==> src/hse_pkg.sv <==
// constants, types and helper functions for the home seek and gate enable block
// assumes one 100 MHz system clock and a 32-bit APB register port
//
// How it works
// - smoothing frequency 0..2500 Hz, used in mode 7
// - frequency write stores it, read returns it
// - homing uses cruise, ramp up, ramp down rates
// - negative move length seeks counter-clockwise
// - seek runs until home condition is met
// - latch position on detection, then brake
// - after stop, move back to latched position
// - limit first: reverse to other limit, retry
// - limits on pulse and direction inputs
// - limit usage 3 frees inputs for home
// - home select: input number and L/H/F/R
// - energized input reads low, open reads high
// - analog L below, H above threshold
// - enable code 1 open, 2 closed, 3 free
// - speed change modes override enable usage
// - speed mode or fault clear forces code 3
// - one owner of gate input at a time
// - enable point 1 or 3, must be input
// - enable read returns code and point combined
// - homing status bit set while seeking

package hse_pkg;

  // ----------------------------------------------------------------
  // register map
  // ----------------------------------------------------------------
  localparam logic [7:0] REG_SEEK = 8'h00;
  localparam logic [7:0] REG_CFG = 8'h04;
  localparam logic [7:0] REG_ENABLE = 8'h08;
  localparam logic [7:0] REG_SMOOTH = 8'h0c;
  localparam logic [7:0] REG_CRUISE = 8'h10;
  localparam logic [7:0] REG_RAMP_UP = 8'h14;
  localparam logic [7:0] REG_RAMP_DN = 8'h18;
  localparam logic [7:0] REG_LENGTH = 8'h1c;
  localparam logic [7:0] REG_POS = 8'h20;
  localparam logic [7:0] REG_HOME = 8'h24;
  localparam logic [7:0] REG_STATUS = 8'h28;
  localparam logic [7:0] REG_THRESH = 8'h2c;

  // ----------------------------------------------------------------
  // field positions
  // ----------------------------------------------------------------
  localparam int SEEK_SEL_LSB = 0;
  localparam int SEEK_COND_LSB = 4;
  localparam int CFG_LIMIT_LSB = 0;
  localparam int CFG_MODE_LSB = 8;
  localparam int CFG_FAULT_LSB = 16;
  localparam int EN_CODE_LSB = 0;
  localparam int EN_POINT_LSB = 4;
  localparam int EN_COMB_LSB = 8;
  localparam int ST_ENABLED = 0;
  localparam int ST_INPOS = 3;
  localparam int ST_MOVING = 4;
  localparam int ST_HOMING = 10;

  // ----------------------------------------------------------------
  // codes and reset values
  // ----------------------------------------------------------------
  localparam logic [11:0] FREQ_MAX = 12'h9c4;
  localparam logic [11:0] FREQ_RST = 12'h9c4;
  localparam logic [4:0] CM_PULSE_DIR = 5'h07;
  localparam logic [4:0] CM_SPEED_A = 5'h0d;
  localparam logic [4:0] CM_SPEED_B = 5'h0e;
  localparam logic [4:0] CM_SPEED_C = 5'h11;
  localparam logic [4:0] CM_SPEED_D = 5'h12;
  localparam logic [1:0] USE_OPEN = 2'h1;
  localparam logic [1:0] USE_CLOSED = 2'h2;
  localparam logic [1:0] USE_FREE = 2'h3;
  localparam logic [1:0] POINT_ONE = 2'h1;
  localparam logic [1:0] POINT_THREE = 2'h3;
  localparam logic [1:0] IN_ANALOG = 2'h0;
  localparam logic [1:0] IN_PULSE = 2'h1;
  localparam logic [1:0] IN_ROT = 2'h2;
  localparam logic [1:0] IN_GATE = 2'h3;
  localparam logic [1:0] COND_L = 2'h0;
  localparam logic [1:0] COND_H = 2'h1;
  localparam logic [1:0] COND_F = 2'h2;
  localparam logic [1:0] COND_R = 2'h3;
  localparam logic [7:0] DEC_TEN = 8'h0a;

  // ----------------------------------------------------------------
  // timing
  // ----------------------------------------------------------------
  localparam int CLK_PERIOD_NS = 10;
  localparam int RAMP_TICK_NS = 1000;
  localparam logic [15:0] RAMP_TICK_CYC = 16'(RAMP_TICK_NS / CLK_PERIOD_NS);

  // ----------------------------------------------------------------
  // types
  // ----------------------------------------------------------------
  typedef enum logic [6:0] {
    ST_IDLE = 7'h01,
    ST_SEEK = 7'h02,
    ST_BRAKE = 7'h04,
    ST_TURN = 7'h08,
    ST_REV = 7'h10,
    ST_REVBRK = 7'h20,
    ST_RETURN = 7'h40
  } hse_state_t;

  typedef struct packed {
    logic [1:0] limit_usage;
    logic [4:0] control_mode;
    logic [1:0] fault_clear_usage;
    logic [1:0] en_usage;
    logic [1:0] en_point;
  } hse_cfg_t;

  typedef struct packed {
    logic [15:0] cruise_rate;
    logic [15:0] ramp_up_rate;
    logic [15:0] ramp_down_rate;
    logic [31:0] move_length;
  } hse_motion_t;

  function automatic logic is_speed_mode(input logic [4:0] cm);
    return (cm == CM_SPEED_A) || (cm == CM_SPEED_B) || (cm == CM_SPEED_C)
        || (cm == CM_SPEED_D);
  endfunction

  function automatic logic owns_gate(input logic [1:0] use_code);
    return (use_code == USE_OPEN) || (use_code == USE_CLOSED);
  endfunction

endpackage

==> src/hse_top.sv <==
// home seek sequencer, gate enable usage and smoothing filter setting
// assumes an APB3 master on clk_sys and raw sensor pins from the machine
`timescale 1ns/1ps

module hse_top (
  input wire logic clk_sys,
  input wire logic resetn,
  input wire logic psel,
  input wire logic penable,
  input wire logic pwrite,
  input wire logic [7:0] paddr,
  input wire logic [31:0] pwdata,
  output logic [31:0] prdata,
  output logic pready,
  output logic pslverr,
  input wire logic pulse_input,
  input wire logic rotation_sense_input,
  input wire logic gate_input,
  input wire logic [11:0] analog_input,
  input wire logic [3:0] io_point_is_input,
  output logic step_out,
  output logic dir_out,
  output logic drive_enable,
  output logic homing,
  output logic seek_done,
  output logic [11:0] smooth_freq,
  output logic smooth_active
);

  // ----------------------------------------------------------------
  // input synchronisers and edge history
  // ----------------------------------------------------------------
  logic [2:0] meta_q, sync_q, prev_q;

  always_ff @(posedge clk_sys) begin
    if (!resetn) begin
      meta_q <= 3'h7;
      sync_q <= 3'h7;
      prev_q <= 3'h7;
    end else begin
      meta_q <= {gate_input, rotation_sense_input, pulse_input};
      sync_q <= meta_q;
      prev_q <= sync_q;
    end
  end

  // ----------------------------------------------------------------
  // state
  // ----------------------------------------------------------------
  hse_pkg::hse_cfg_t cfg_q, cfg_d;
  hse_pkg::hse_motion_t mot_q, mot_d;
  hse_pkg::hse_state_t state_q, state_d;
  logic [11:0] freq_q, freq_d, thresh_q, thresh_d;
  logic [1:0] sel_q, sel_d, cond_q, cond_d;
  logic [31:0] prdata_d;
  logic pready_d, pslverr_d;
  logic [15:0] vel_q, vel_d, tick_q, tick_d;
  logic [15:0] acc_q, acc_d;
  logic signed [31:0] pos_q, pos_d, home_q, home_d;
  logic dir_q, dir_d, seek_dir_q, seek_dir_d;
  logic step_d, done_d, en_d, smooth_act_d;
  logic [11:0] smooth_d;

  // ----------------------------------------------------------------
  // home and limit decode
  // ----------------------------------------------------------------
  logic [2:0] rise, fall;
  logic level, hit, cw_lim, ccw_lim, fwd_lim, tick, carry;
  logic [15:0] target;

  assign rise = sync_q & ~prev_q;
  assign fall = ~sync_q & prev_q;
  assign tick = (tick_q == hse_pkg::RAMP_TICK_CYC - 16'h0001);

  always_comb begin
    level = 1'b1;
    hit = 1'b0;
    if (sel_q == hse_pkg::IN_ANALOG) begin
      case (cond_q)
        hse_pkg::COND_L: hit = analog_input < thresh_q;
        hse_pkg::COND_H: hit = analog_input > thresh_q;
        default: hit = 1'b0;
      endcase
    end else begin
      level = sync_q[sel_q - 2'h1];
      case (cond_q)
        hse_pkg::COND_L: hit = !level;
        hse_pkg::COND_H: hit = level;
        hse_pkg::COND_F: hit = fall[sel_q - 2'h1];
        hse_pkg::COND_R: hit = rise[sel_q - 2'h1];
        default: hit = 1'b0;
      endcase
    end
  end

  // code 1 trips on a closed switch, code 2 on an open one
  always_comb begin
    cw_lim = 1'b0;
    ccw_lim = 1'b0;
    if (cfg_q.limit_usage != hse_pkg::USE_FREE) begin
      cw_lim = (cfg_q.limit_usage == hse_pkg::USE_OPEN) ? !sync_q[0] : sync_q[0];
      ccw_lim = (cfg_q.limit_usage == hse_pkg::USE_OPEN) ? !sync_q[1] : sync_q[1];
    end
    fwd_lim = dir_q ? cw_lim : ccw_lim;
  end

  // ----------------------------------------------------------------
  // apb decode and configuration
  // ----------------------------------------------------------------
  logic access, fire, wr_ok, rd_ok, start;
  logic [1:0] w_code, w_point;
  logic [31:0] rd_val;
  logic [15:0] status;
  logic [7:0] combined;

  assign access = psel && penable;
  assign fire = access && pready;
  assign w_code = pwdata[hse_pkg::EN_CODE_LSB +: 2];
  assign w_point = pwdata[hse_pkg::EN_POINT_LSB +: 2];
  assign start = fire && pwrite && wr_ok && (paddr == hse_pkg::REG_SEEK);
  assign combined = 8'({6'h00, cfg_q.en_usage} * hse_pkg::DEC_TEN) + {6'h00, cfg_q.en_point};

  always_comb begin
    status = 16'h0000;
    status[hse_pkg::ST_ENABLED] = drive_enable;
    status[hse_pkg::ST_INPOS] = (state_q == hse_pkg::ST_IDLE) && (vel_q == 16'h0000);
    status[hse_pkg::ST_MOVING] = vel_q != 16'h0000;
    status[hse_pkg::ST_HOMING] = state_q != hse_pkg::ST_IDLE;
  end

  always_comb begin
    wr_ok = 1'b1;
    rd_ok = 1'b1;
    rd_val = 32'h0000_0000;
    case (paddr)
      hse_pkg::REG_SEEK: begin
        rd_val = 32'({cond_q, 2'h0, sel_q});
        // limit pins cannot double as home while limits are live
        wr_ok = (state_q == hse_pkg::ST_IDLE) && ((cfg_q.limit_usage == hse_pkg::USE_FREE)
            || (pwdata[hse_pkg::SEEK_SEL_LSB +: 2] == hse_pkg::IN_ANALOG)
            || (pwdata[hse_pkg::SEEK_SEL_LSB +: 2] == hse_pkg::IN_GATE));
      end
      hse_pkg::REG_CFG: rd_val = 32'({cfg_q.fault_clear_usage, 3'h0, cfg_q.control_mode,
          6'h00, cfg_q.limit_usage});
      hse_pkg::REG_ENABLE: begin
        rd_val = 32'({combined, 2'h0, cfg_q.en_point, 2'h0, cfg_q.en_usage});
        wr_ok = !hse_pkg::is_speed_mode(cfg_q.control_mode)
            && (w_code != 2'h0)
            && ((w_point == hse_pkg::POINT_ONE) || (w_point == hse_pkg::POINT_THREE))
            && io_point_is_input[w_point - 2'h1];
      end
      hse_pkg::REG_SMOOTH: begin
        rd_val = 32'(freq_q);
        wr_ok = pwdata <= 32'(hse_pkg::FREQ_MAX);
      end
      hse_pkg::REG_CRUISE: rd_val = 32'(mot_q.cruise_rate);
      hse_pkg::REG_RAMP_UP: rd_val = 32'(mot_q.ramp_up_rate);
      hse_pkg::REG_RAMP_DN: rd_val = 32'(mot_q.ramp_down_rate);
      hse_pkg::REG_LENGTH: rd_val = mot_q.move_length;
      hse_pkg::REG_POS: begin
        rd_val = pos_q;
        wr_ok = 1'b0;
      end
      hse_pkg::REG_HOME: begin
        rd_val = home_q;
        wr_ok = 1'b0;
      end
      hse_pkg::REG_STATUS: begin
        rd_val = 32'(status);
        wr_ok = 1'b0;
      end
      hse_pkg::REG_THRESH: rd_val = 32'(thresh_q);
      default: begin
        wr_ok = 1'b0;
        rd_ok = 1'b0;
      end
    endcase
  end

  always_comb begin
    cfg_d = cfg_q;
    mot_d = mot_q;
    freq_d = freq_q;
    thresh_d = thresh_q;
    sel_d = sel_q;
    cond_d = cond_q;
    // one wait state so read data comes from a flop
    pready_d = access && !pready;
    pslverr_d = access && !pready && !(pwrite ? wr_ok : rd_ok);
    prdata_d = (access && !pready && !pwrite) ? rd_val : 32'h0000_0000;
    if (fire && pwrite && wr_ok) begin
      case (paddr)
        hse_pkg::REG_SEEK: begin
          sel_d = pwdata[hse_pkg::SEEK_SEL_LSB +: 2];
          cond_d = pwdata[hse_pkg::SEEK_COND_LSB +: 2];
        end
        hse_pkg::REG_CFG: begin
          cfg_d.limit_usage = pwdata[hse_pkg::CFG_LIMIT_LSB +: 2];
          cfg_d.control_mode = pwdata[hse_pkg::CFG_MODE_LSB +: 5];
          cfg_d.fault_clear_usage = pwdata[hse_pkg::CFG_FAULT_LSB +: 2];
          if (hse_pkg::is_speed_mode(cfg_d.control_mode)
              || hse_pkg::owns_gate(cfg_d.fault_clear_usage)) begin
            cfg_d.en_usage = hse_pkg::USE_FREE;
          end
          if (hse_pkg::is_speed_mode(cfg_d.control_mode)) begin
            cfg_d.fault_clear_usage = hse_pkg::USE_FREE;
          end
        end
        hse_pkg::REG_ENABLE: begin
          cfg_d.en_usage = w_code;
          cfg_d.en_point = w_point;
          if (hse_pkg::owns_gate(w_code)) begin
            cfg_d.fault_clear_usage = hse_pkg::USE_FREE;
          end
        end
        hse_pkg::REG_SMOOTH: freq_d = pwdata[11:0];
        hse_pkg::REG_CRUISE: mot_d.cruise_rate = pwdata[15:0];
        hse_pkg::REG_RAMP_UP: mot_d.ramp_up_rate = pwdata[15:0];
        hse_pkg::REG_RAMP_DN: mot_d.ramp_down_rate = pwdata[15:0];
        hse_pkg::REG_LENGTH: mot_d.move_length = pwdata;
        hse_pkg::REG_THRESH: thresh_d = pwdata[11:0];
        default: cfg_d = cfg_q;
      endcase
    end
  end

  // ----------------------------------------------------------------
  // drive enable and smoothing outputs
  // ----------------------------------------------------------------
  always_comb begin
    en_d = 1'b1;
    if (!hse_pkg::is_speed_mode(cfg_q.control_mode)) begin
      case (cfg_q.en_usage)
        hse_pkg::USE_OPEN: en_d = (cfg_q.en_point == hse_pkg::POINT_ONE) ? sync_q[0]
            : sync_q[2];
        hse_pkg::USE_CLOSED: en_d = (cfg_q.en_point == hse_pkg::POINT_ONE) ? !sync_q[0]
            : !sync_q[2];
        default: en_d = 1'b1;
      endcase
    end
    smooth_act_d = cfg_q.control_mode == hse_pkg::CM_PULSE_DIR;
    smooth_d = smooth_act_d ? freq_q : 12'h000;
  end

  // ----------------------------------------------------------------
  // seek sequencer and motion generator
  // ----------------------------------------------------------------
  always_comb begin
    state_d = state_q;
    dir_d = dir_q;
    seek_dir_d = seek_dir_q;
    home_d = home_q;
    done_d = 1'b0;
    case (state_q)
      hse_pkg::ST_IDLE: if (start) begin
        dir_d = !mot_q.move_length[31];
        seek_dir_d = !mot_q.move_length[31];
        state_d = hse_pkg::ST_SEEK;
      end
      hse_pkg::ST_SEEK: if (hit) begin
        home_d = pos_q;
        state_d = hse_pkg::ST_BRAKE;
      end else if (fwd_lim) begin
        state_d = hse_pkg::ST_TURN;
      end
      hse_pkg::ST_TURN: if (vel_q == 16'h0000) begin
        dir_d = !seek_dir_q;
        state_d = hse_pkg::ST_REV;
      end
      hse_pkg::ST_REV: if (fwd_lim) begin
        state_d = hse_pkg::ST_REVBRK;
      end
      hse_pkg::ST_REVBRK: if (vel_q == 16'h0000) begin
        dir_d = seek_dir_q;
        state_d = hse_pkg::ST_SEEK;
      end
      hse_pkg::ST_BRAKE: if (vel_q == 16'h0000) begin
        state_d = hse_pkg::ST_RETURN;
      end
      hse_pkg::ST_RETURN: begin
        dir_d = home_q > pos_q;
        if (pos_q == home_q) begin
          state_d = hse_pkg::ST_IDLE;
          done_d = 1'b1;
        end
      end
      default: state_d = hse_pkg::ST_IDLE;
    endcase
  end

  // the return leg has no distance-based braking: it halts dead on target
  always_comb begin
    target = 16'h0000;
    if ((state_q == hse_pkg::ST_SEEK) || (state_q == hse_pkg::ST_REV)
        || (state_q == hse_pkg::ST_RETURN)) begin
      target = mot_q.cruise_rate;
    end
    tick_d = tick ? 16'h0000 : tick_q + 16'h0001;
    vel_d = vel_q;
    if (tick) begin
      if (vel_q < target) begin
        vel_d = (target - vel_q > mot_q.ramp_up_rate) ? vel_q + mot_q.ramp_up_rate
            : target;
      end else if (vel_q > target) begin
        vel_d = (vel_q - target > mot_q.ramp_down_rate) ? vel_q - mot_q.ramp_down_rate
            : target;
      end
    end
    if (done_d) begin
      vel_d = 16'h0000;
    end
    {carry, acc_d} = {1'b0, acc_q} + {1'b0, vel_q};
    step_d = carry && !((state_q == hse_pkg::ST_RETURN) && (pos_q == home_q));
    pos_d = pos_q;
    if (step_d) begin
      pos_d = dir_q ? pos_q + 32'sd1 : pos_q - 32'sd1;
    end
  end

  // ----------------------------------------------------------------
  // registers
  // ----------------------------------------------------------------
  always_ff @(posedge clk_sys) begin
    if (!resetn) begin
      cfg_q <= '{limit_usage: hse_pkg::USE_FREE, control_mode: hse_pkg::CM_PULSE_DIR,
          fault_clear_usage: hse_pkg::USE_FREE, en_usage: hse_pkg::USE_FREE,
          en_point: hse_pkg::POINT_THREE};
      mot_q <= '0;
      freq_q <= hse_pkg::FREQ_RST;
      thresh_q <= 12'h000;
      sel_q <= hse_pkg::IN_GATE;
      cond_q <= hse_pkg::COND_L;
      prdata <= 32'h0000_0000;
      pready <= 1'b0;
      pslverr <= 1'b0;
      state_q <= hse_pkg::ST_IDLE;
      dir_q <= 1'b1;
      seek_dir_q <= 1'b1;
      home_q <= 32'sd0;
      pos_q <= 32'sd0;
      vel_q <= 16'h0000;
      acc_q <= 16'h0000;
      tick_q <= 16'h0000;
      step_out <= 1'b0;
      dir_out <= 1'b1;
      drive_enable <= 1'b0;
      homing <= 1'b0;
      seek_done <= 1'b0;
      smooth_freq <= 12'h000;
      smooth_active <= 1'b0;
    end else begin
      cfg_q <= cfg_d;
      mot_q <= mot_d;
      freq_q <= freq_d;
      thresh_q <= thresh_d;
      sel_q <= sel_d;
      cond_q <= cond_d;
      prdata <= prdata_d;
      pready <= pready_d;
      pslverr <= pslverr_d;
      state_q <= state_d;
      dir_q <= dir_d;
      seek_dir_q <= seek_dir_d;
      home_q <= home_d;
      pos_q <= pos_d;
      vel_q <= vel_d;
      acc_q <= acc_d;
      tick_q <= tick_d;
      step_out <= step_d;
      dir_out <= dir_q;
      drive_enable <= en_d;
      homing <= state_d != hse_pkg::ST_IDLE;
      seek_done <= done_d;
      smooth_freq <= smooth_d;
      smooth_active <= smooth_act_d;
    end
  end
endmodule

==> config.mk <==
export PLATFORM = sky130hd
export DESIGN_NAME = hse_top
export DESIGN_NICKNAME = d
export VERILOG_FILES = /design/src/hse_pkg.sv /design/src/hse_top.sv
export SDC_FILE = /design/constraint.sdc
export NUM_CORES = 1
export LEC_CHECK = 0
export BUFFER_PORTS_ARGS = -buffer_cell sky130_fd_sc_hd__buf_4
export CAP_MARGIN = 20
export CORE_ASPECT_RATIO = 1.5
export CORE_MARGIN = 2
export CORE_UTILIZATION = 50
export CTS_CLUSTER_DIAMETER = 30
export DETAILED_ROUTE_END_ITERATION = 10
export MAX_ROUTING_LAYER = met4
export PLACE_DENSITY = 0.76
export RECOVER_POWER = 25
export SLEW_MARGIN = 20
export SYNTH_ARGS = -nofsm -noshare
export SYNTH_HDL_FRONTEND = slang
export SYNTH_SLANG_ARGS = --single-unit
==> constraint.sdc <==
create_clock -name clk_sys -period 10.4 [get_ports clk_sys]
set_input_delay 1.04 -clock clk_sys [delete_from_list [all_inputs] [get_ports clk_sys]]
set_output_delay 1.04 -clock clk_sys [all_outputs]
set_load 0.005 [all_outputs]
# Word level (Yosys, flattened, before mapping)
# Cells that the tools add are included.
# Widths: inputs -> output; s select.
dict set report word_totals {
  output_inout_bits 52
  in_bits 64
  word_cells 233
  ff_bits 303
}
dict set report op_classes {
  n_lt_le_gt_ge 10
  multipliers 1
  n_eq_ne 52
  bitwise_logic 5
  addsub 11
  n_mux 49
  n_reduce_logical 71
}
# cell count
set op_table {}
lappend op_table {{$pmux 32 s12} 1}
lappend op_table {{$mux 16} 5}
lappend op_table {{$mux 7} 8}
lappend op_table {{$pmux 7 s7} 1}
lappend op_table {{$gt 16x16->1} 3}
lappend op_table {{$sub 16x16->16} 3}
lappend op_table {{$add 32x2->32 const B} 1}
lappend op_table {{$eq 32x32->1} 1}
lappend op_table {{$eq 8x5->1 const B} 4}
lappend op_table {{$eq 8x6->1 const B} 4}
lappend op_table {{$gt 32x32->1} 1}
lappend op_table {{$le 32x12->1 const B} 1}
lappend op_table {{$mux 32} 1}
lappend op_table {{$sub 32x2->32 const B} 1}
lappend op_table {{$reduce_and 2->1} 14}
lappend op_table {{$eq 5x4->1 const B} 4}
lappend op_table {{$eq 5x5->1 const B} 4}
lappend op_table {{$mux 1} 20}
lappend op_table {{$add 16x16->17} 1}
lappend op_table {{$add 16x1->16 const B} 1}
lappend op_table {{$add 16x16->16} 1}
lappend op_table {{$eq 16x7->1 const B} 1}
lappend op_table {{$eq 2x2->1 const B} 8}
lappend op_table {{$eq 8x4->1 const B} 2}
lappend op_table {{other kinds (41)} 108}

# Longest topological paths before layout
# Gate-level depths: netlist of the first run.
dict set report logic_depth {
  depth_word 14
  depth_mapped 29
}

# Worst setup path before layout of the first run
# OpenSTA, ideal clock, no wires.
dict set report synth_timing {
  path_type {flip-flop to flip-flop}
  start {register state_q[3]}
  end {register vel_q[15]}
  synth_period_minus_slack_ns 5.341
  path_buffers 2
  setup_ns 0.125
  stages_incl_launch_ff 28
  slack_ns 5.059
  arrival_time_ns 5.216
  t_required_ns 10.275
  path_cell_list {dfxtp_1 > nor3_2 > nand2_1 > o21ai_1 > clkbuf_1 > nand2_1 > inv_1 > ha_1 > inv_1 > fa_1 > a21o_1 > a221oi_4 > nor2_1 > or3_4 > a21oi_2 > o21bai_1 > a21oi_1 > xnor2_1 > ha_1 > nand4_1 > nor2_1 > o311ai_0 > a22o_1 > nor2_2 > buf_2 > nor3_1 > a211oi_1 > a21oi_1}
}
dict set report synth_between {
  elab_chain_len 9
}
# item line
set synth_rtl {}
lappend synth_rtl {{start, declared} hse_top.sv:52} ;# hse_pkg::hse_state_t state_q, state_d;
lappend synth_rtl {{start signal, assigned} hse_top.sv:336} ;# state_q <= hse_pkg::ST_IDLE;
lappend synth_rtl {{start signal, assigned} hse_top.sv:361} ;# state_q <= state_d;
lappend synth_rtl {{$eq 7x2->1 or $eq 7x5->1 (tied branches)} hse_top.sv:294} ;# if ((state_q == hse_pkg::ST_SEEK) || (state_q == hse_pkg::ST_REV)
lappend synth_rtl {{$logic_or 1x1->1} hse_top.sv:294}
lappend synth_rtl {{$logic_or 1x1->1} hse_top.sv:295} ;# || (state_q == hse_pkg::ST_RETURN)) begin
lappend synth_rtl {{$mux 16} hse_top.sv:294}
lappend synth_rtl {{$sub 16x16->16} hse_top.sv:305} ;# vel_d = (vel_q - target > mot_q.ramp_down_rate) ? vel_q - mot_q.ramp_down_rate
lappend synth_rtl {{$gt 16x16->1} hse_top.sv:305}
lappend synth_rtl {{$mux 16} hse_top.sv:305}
lappend synth_rtl {{$mux 16} hse_top.sv:304} ;# end else if (vel_q > target) begin
lappend synth_rtl {{$mux 16} hse_top.sv:301} ;# if (vel_q < target) begin
lappend synth_rtl {{end signal, assigned} hse_top.sv:366} ;# vel_q <= vel_d;
lappend synth_rtl {{end, declared} hse_top.sv:57} ;# logic [15:0] vel_q, vel_d, tick_q, tick_d;
# Several ways; a longest one is shown, not always the timed one. The select of a mux whose other input is x is not followed.
# A chain may end at the register's enable or synchronous reset.

# Final worst setup path of the first run
dict set report layout_timing {
  start {register state_q[3]}
  end {register vel_q[12]}
}
# Same word-level chain as after synthesis.

==> results of run 1 <==
layout by cell type, fill, tap and decap left out, types with 7 or more instances in the layout:
master     netlist  layout
nand3_1        110     110
a221oi_1        26      26
nor2_1         280     274
inv_1          157     157
o31ai_1         33      33
a21o_1          57      57
nand2b_1        22      22
buf_4            1      79
o21a_1          13      13
and3_1          19      19
clkbuf_4         0      49
o21ai_0         80      80
xnor2_1         65      65
nor3_1          29      29
clkbuf_1        85      15
bufinv_16        0       7
clkbuf_16        0      50
a22oi_1         24      24
xor2_1          42      42
a21oi_1        196     196
dfxtp_1        303     303
nand4b_1         7       7
o211ai_1        17      17
nand4_1         33      33
a222oi_1        34      34
mux2i_1         56      56
a211o_1          7       7
nor4_1          14      14
a21boi_0        10      10
nor2b_1         19      19
and2_1          22      21
nand2_1        176     175
o21bai_1        10       9
a211oi_1        19      19
inv_6            0       8
ha_1           197     197
nor2_2           2       8
a31oi_1         28      27
final timing paths:
| kind | slack, ns | depth (start not counted) | end |
|---|---|---|---|
| max | 4.06 | 26 | vel_q[12]$_SDFFE_PP0P_ |
| min | 0.40 | 1 | sync_q[2]$_SDFF_PN1_ |
| max reg2reg | 4.06 | 26 | vel_q[12]$_SDFFE_PP0P_ |
| min reg2reg | 0.40 | 1 | sync_q[2]$_SDFF_PN1_ |
metal layers:
metal,wire (um),share of wire,GRT usage,up-vias
met3,4007,0.065,0.03982,256
met2,29460,0.48,0.5196,803
li1,-,-,-,8546
met5,0,0,-,-
met4,5518,0.089,0.2395,0
met1,22820,0.37,0.3545,8503
metrics by stage:
stage          setup slack, ns  cell area [um^2]
3_3_place_gp             4.309             20230
5_1_grt                  3.535             21950
6_report                 4.061             21950
2_1_floorplan            5.059             19040
3_5_place_dp             4.144             20230
4_1_cts                  4.117             21980
sequential cells by signal, indices dropped and copies added (netlist names), 2 cells and up:
register,count
cond_q,2
prev_q,3
pos_q,32
sel_q,2
cfg_q,13
prdata,32
freq_q,12
home_q,32
smooth_freq,12
thresh_q,12
meta_q,3
acc_q,16
vel_q,16
sync_q,3
mot_q,80
tick_q,16
state_q,7
logic make-up after synthesis:
kind of cell / synth area share
xor gates and xnor gates: 0.04922
muxes: 0.03122
and+or+nand+nor: 0.1878
DFF: 0.3186
adders and majority gates: 0.1358
AOI/OAI and AO/OA: 0.2194
buffers and inverters: 0.05797
layout make-up:
type                    count  area [um^2]  share of cell area
multi-input cells        1756        11920              0.5429
well taps                 489        611.8             0.02787
clock inverters            31        411.6             0.01875
inverters                 162        609.3             0.02776
flip-flops and latches    303         6066              0.2763
repair buffers            137        994.7             0.04531
clock buffers              61         1343             0.06115
report_power, final:
group,internal [uW],switching [uW],leakage (uW)
Sequential,1170,2.67,0.00245
Combinational,31.1,56.4,0.00631
Clock,1110,622,0.000852
Total,2300,681,0.00961
==> summary.txt, run 1 <==
Status
  • Status: finished, violations left
  • Failing checks: capacitance limit, slew limit

Detailed routing
  • 1st-iter DRT viols: 1604
  • Antenna-violating nets left: 0
  • DRC violations left: 0
  • Drt via density: 6.161
  • Drt first pass iters: 8
  • Drt total wl: 61800 um
  • WL/cell: about 21 um
  • Via Count: 18108

GRT
  • Overall Global Routing Usage: 0.3193
  • Pin count of the biggest net entering global routing: 91
  • First-pass GRT wire length: about 97000 um
  • Vias in the first global route: 17974
  • Grt ovf: 0
  • Initial antenna violation count: 0

Synthesis
  • Unique masters post-synth: 80
  • Top post-synthesis cells by area: dfxtp_1 32%, ha_1 13%, nor2_1 5.5%
  • Mapped cell area: 19040 um^2
  • Cell taking the most area after synthesis: dfxtp_1
  • Mean area per synthesized cell: 8.153 um^2
  • Seq/Total Area, Yosys: 0.3186
  • Net Count, Synth: 2602
  • Most numerous cell in the Yosys netlist: dfxtp_1
  • Mapped Cells: 2335
  • Main flop type after synthesis: dfxtp_1
  • Async set or reset register ratio after synthesis: 0
  • Synthesis-stage register bit count: 303
  • Yosys warnings: 0
  • Top cell type's share of synthesized area: 0.3186
  • Number of flops mapped to enable cells by yosys: 0
  • Post-synth top cells: 303 x dfxtp_1, 280 x nor2_1, 197 x ha_1

STA
  • Clk_skew: 0.03014 ns
  • Setup violations, final: 0
  • Relative slew margins: -1.705
  • Setup TNS: 0 ns
  • Final Hold Viols: 0
  • Max Slew Vio Count: 304
  • WHS: 0.3989 ns
  • Crit share post-route: 0.6095
  • Crit path time final: 6.339 ns
  • RSZ-0062 raised after global routing: no
  • Worst slew pin tran: 4.057 ns
  • FMAX: approximately 0.16 GHz

Placement
  • Placer Congestion: 1.009
  • Inst Count DP: 2847
  • HPWL Detailed: 46510 um
  • IO buf count: 115

Floorplanning
  • Core Rows: 87
  • Die area: 39690 um^2
  • Core area: between 30000 and 40000 um^2
  • Die X: 163.3 um
  • Initial core utilization: 0.5069
  • Num ports: 116
  • Chip height: 243.0 um

Clocking
  • Hold_buf cts: 0
  • Worst-path clk slew: around 0.050 ns
  • Num CTS Buffers: 50
  • PostCTS Resize Cnt: 0
  • Root Buffer: clkbuf_16
  • Clk_lat worst skew: 0.58 ns
  • Post-CTS setup buffers: 0
  • Clk buf depth: 3
  • CTS tree: done
  • TritonCTS Sinks: 303
  • CTS H-Tree Depth: 2

Run
  • Max-cap viol count: 6

Worst setup path
  • Worst Path Max Fanout: 20
  • CP bufs+invs: 2
  • WP data required: between 10 and 15 ns
  • Crit path arrival time: 6.75 ns
  • Worst path top cell family by delay: compound AO/OA/AOI/OAI gates
  • Crit path launch type: register
  • Critical path class: register to register
  • Reg2reg start: state_q[3]$_SDFF_PN0_
  • Slowest CP cell: nor3b_4
  • Crit. Startpoint: state_q[3]$_SDFF_PN0_
  • CP Capture Type: register
  • Slowest Stage Delay on Critical Path: 0.77 ns

Finish
  • Layout filler cell count: between 3000 and 4000
  • Ratio of cells with drive above 1 in the final layout: 0.1037
  • Nets: 2677
  • Post-layout util: 0.5846
  • Diode count: 0
  • Post-route insts no fill: just under 3000
  • Area growth syn-to-layout: 15.31%

Min path
  • HP Start: meta_q[2]$_SDFF_PN1_
  • Hold WC Path Type: register to register

Power
  • Leakage: 0.009612 uW
  • Final Total Pwr: just under 3000 uW
  • Pwr Density: about 140 nW/um^2
  • Peak supply drop: approximately 130 uV
Power figures use the tool's default switching activity.
==> run 2, diff against run 1 <==
PLACE_DENSITY = 0.78   (was 0.76)
clock period = 5.4 ns   (was 10.4 ns; I/O delays follow)
==> run 2 against run 1 <==
Net effect: critical path type unchanged; largest power group unchanged; non-clock buffer count increased by 27; die area stayed put; clock skew down 0.0069 ns; clock power grew 88%; combinational power up 92%; total power increased by 90%; hold slack got worse by 0.25 ns; the flow still finishes with violations (capacitance limit, slew limit); first-iteration DRC count is 4.5% higher; setup slack got worse by 3.9 ns.
==> summary.txt, run 2 (synthesis results as in run 1) <==
Status
  • Status: finished, violations left
  • Failing checks: capacitance limit, slew limit

Detailed routing
  • DRC violations left: 0
  • Drt via density: 6.206
  • Antenna-violating nets left: 0
  • Drt total wl: 62140 um
  • 1st-iter DRT viols: 1676
  • WL/cell: 20.92 um
  • Drt first pass iters: 9
  • Via Count: about 18000

Finish
  • Footprint of the multi-input gates: 12040 um^2
  • Layout filler cell count: between 3000 and 4000
  • Most frequent cells in the layout: 296 x dfxtp_1, 269 x nor2_1, 197 x ha_1, 193 x a21oi_1, 174 x nand2_1
  • Most common cell after layout, fill and taps aside: dfxtp_1
  • Diode count: 0
  • Area growth syn-to-layout: 17.24%
  • Max FFs per register: 80
  • FF/Latch Area: 6080 um^2
  • Largest Register: mot_q
  • Nets: 2706
  • Ratio of cells with drive above 1 in the final layout: 0.1293

Floorplanning
  • Core Rows: 87
  • Initial core utilization: 0.5069
  • Die X: ~160 um
  • Die area: 39690 um^2
  • Core area: 37550 um^2
  • Chip height: 243.0 um
  • Num ports: 116

STA
  • Setup TNS: 0 ns
  • Relative slew margins: -0.6414
  • Clk_skew: approximately 0.023 ns
  • Max Slew Vio Count: 266
  • Final WS setup: 0.1990 ns
  • Setup violations, final: 0
  • FMAX: 0.1923 GHz
  • Final Hold Viols: 0
  • Worst slew pin tran: 2.462 ns
  • Crit path time final: between 5 and 6 ns
  • Crit share post-route: 0.9632

Worst setup path
  • Crit path launch type: register
  • Crit path arrival time: 5.72 ns
  • Slowest Stage Delay on Critical Path: 0.40 ns
  • WP data required: around 6 ns
  • Critical path class: register to register
  • CP bufs+invs: 4
  • Slowest CP cell: fa_1
  • Worst path top cell family by delay: compound AO/OA/AOI/OAI gates
  • CP Capture Type: register
  • Worst Path Max Fanout: 9

Clocking
  • Clk buf depth: 3
  • Worst-path clk slew: about 0.050 ns
  • Hold_buf cts: 0
  • CTS H-Tree Depth: 2
  • TritonCTS Sinks: ~300
  • Root Buffer: clkbuf_16
  • CTS tree: done
  • Clk_lat worst skew: about 0.6 ns
  • Num CTS Buffers: 52

Power
  • Sw power: 1377 uW
  • Leakage: 0.009772 uW
  • Combinational share of power: 0.030
  • Pint: approximately 4300 uW
  • Reg power frac: 0.397
  • Peak supply drop: 229.4 uV
  • Switching share of power: 0.2427
  • Pwr Density: 254.1 nW/um^2
  • Clock share of power: 0.574

GRT
  • Vias in the first global route: 18385
  • First-pass GRT wire length: 97370 um
  • Pin count of the biggest net entering global routing: 96
  • Initial antenna violation count: 0
  • Overall Global Routing Usage: 0.3194
  • Grt ovf: 0

Run
  • Max-cap viol count: 4

Placement
  • Pre-CTS setup slack: -0.08756 ns
  • IO buf count: 115
  • Placer Congestion: 1.002
  • HPWL Detailed: ~47000 um

Min path
  • Hold WC Path Type: input port to register
==> run 2: final cells by class <==
type | instances | share of cell area
Inverter | 162 | 0.02730
Multi-Input combinational cell | 1756 | 0.5394
Tap cell | 489 | 0.02741
Clock buffer | 62 | 0.06267
Clock inverter | 35 | 0.01564
Timing Repair Buffer | 164 | 0.05516
Sequential cell | 303 | 0.2724
==> run 2: worst paths after layout <==
check / startpoint / endpoint / slack (ns) / cells past startpoint
worst max-delay path: state_q[1]$_SDFF_PN0_ / vel_q[0]$_SDFFE_PP0P_ / 0.20 / 27
worst min-delay path: rotation_sense_input / meta_q[1]$_SDFF_PN1_ / 0.15 / 2
worst max register to register: state_q[1]$_SDFF_PN0_ / vel_q[0]$_SDFFE_PP0P_ / 0.20 / 27
worst min register to register: meta_q[2]$_SDFF_PN1_ / sync_q[2]$_SDFF_PN1_ / 0.40 / 1
==> run 2: worst reg2reg max path, stage by stage (launching register included) <==
cell,delay [ns]
dfxtp_2,0.34
nor3_4,0.20
nand2_2,0.11
o21ai_4,0.19
buf_4,0.17
nand2_1,0.10
inv_1,0.07
ha_1,0.13
inv_1,0.05
fa_1,0.40
a21o_1,0.22
a221oi_4,0.32
nor2_1,0.09
or3_4,0.37
a21oi_4,0.18
o21bai_1,0.08
a21oi_1,0.18
xnor2_1,0.14
ha_1,0.26
nand4_1,0.15
a21oi_1,0.07
a211oi_2,0.24
a22o_1,0.25
nor2_4,0.08
buf_6,0.15
a22o_1,0.23
a211oi_1,0.22
o21a_1,0.13
==> run 2: per-stage QoR <==
| step | area (um^2) | utilization | total power (uW) | hold slack [ns] | cells |
|---|---|---|---|---|---|
| finish | 22320 | 0.5943 | 5671 | 0.1516 | 2971 |
| floorplan | 19040 | - | 2373 | 0.3863 | 2335 |
| detailed placement | 20390 | 0.5429 | 2464 | 0.3948 | 2866 |
| CTS | 22140 | 0.5896 | 5695 | 0.1444 | 2963 |
| global route | 22320 | 0.5943 | 5808 | 0.1488 | 2971 |
| global placement | 20390 | 0.5429 | 2460 | 0.3897 | 2866 |
==> run 2: power groups by stage <==
stage / Combinational (uW) / Clock [uW] / Sequential, uW
floorplan: 76.8 / 0 / 2300
global placement: 163 / 0 / 2300
detailed placement: 166 / 0 / 2300
CTS: 166 / 3280 / 2250
global route: 178 / 3380 / 2250
finish: 168 / 3250 / 2250
==> run 2: repair_timing <==
action / in CTS / in global routing
setup endpoints to repair: 15 / 16
setup buffers: 0 / 8
pin swaps: 0 / 13
hold endpoints to repair: 0 / 0
resized for setup: 2 / 39
==> run 2: routing by layer <==
metal / global-route usage / share of wire
met1: 0.3433 / 0.36
met3: 0.04357 / 0.063
met2: 0.5316 / 0.49
met5: - / 0
met4: 0.2358 / 0.085
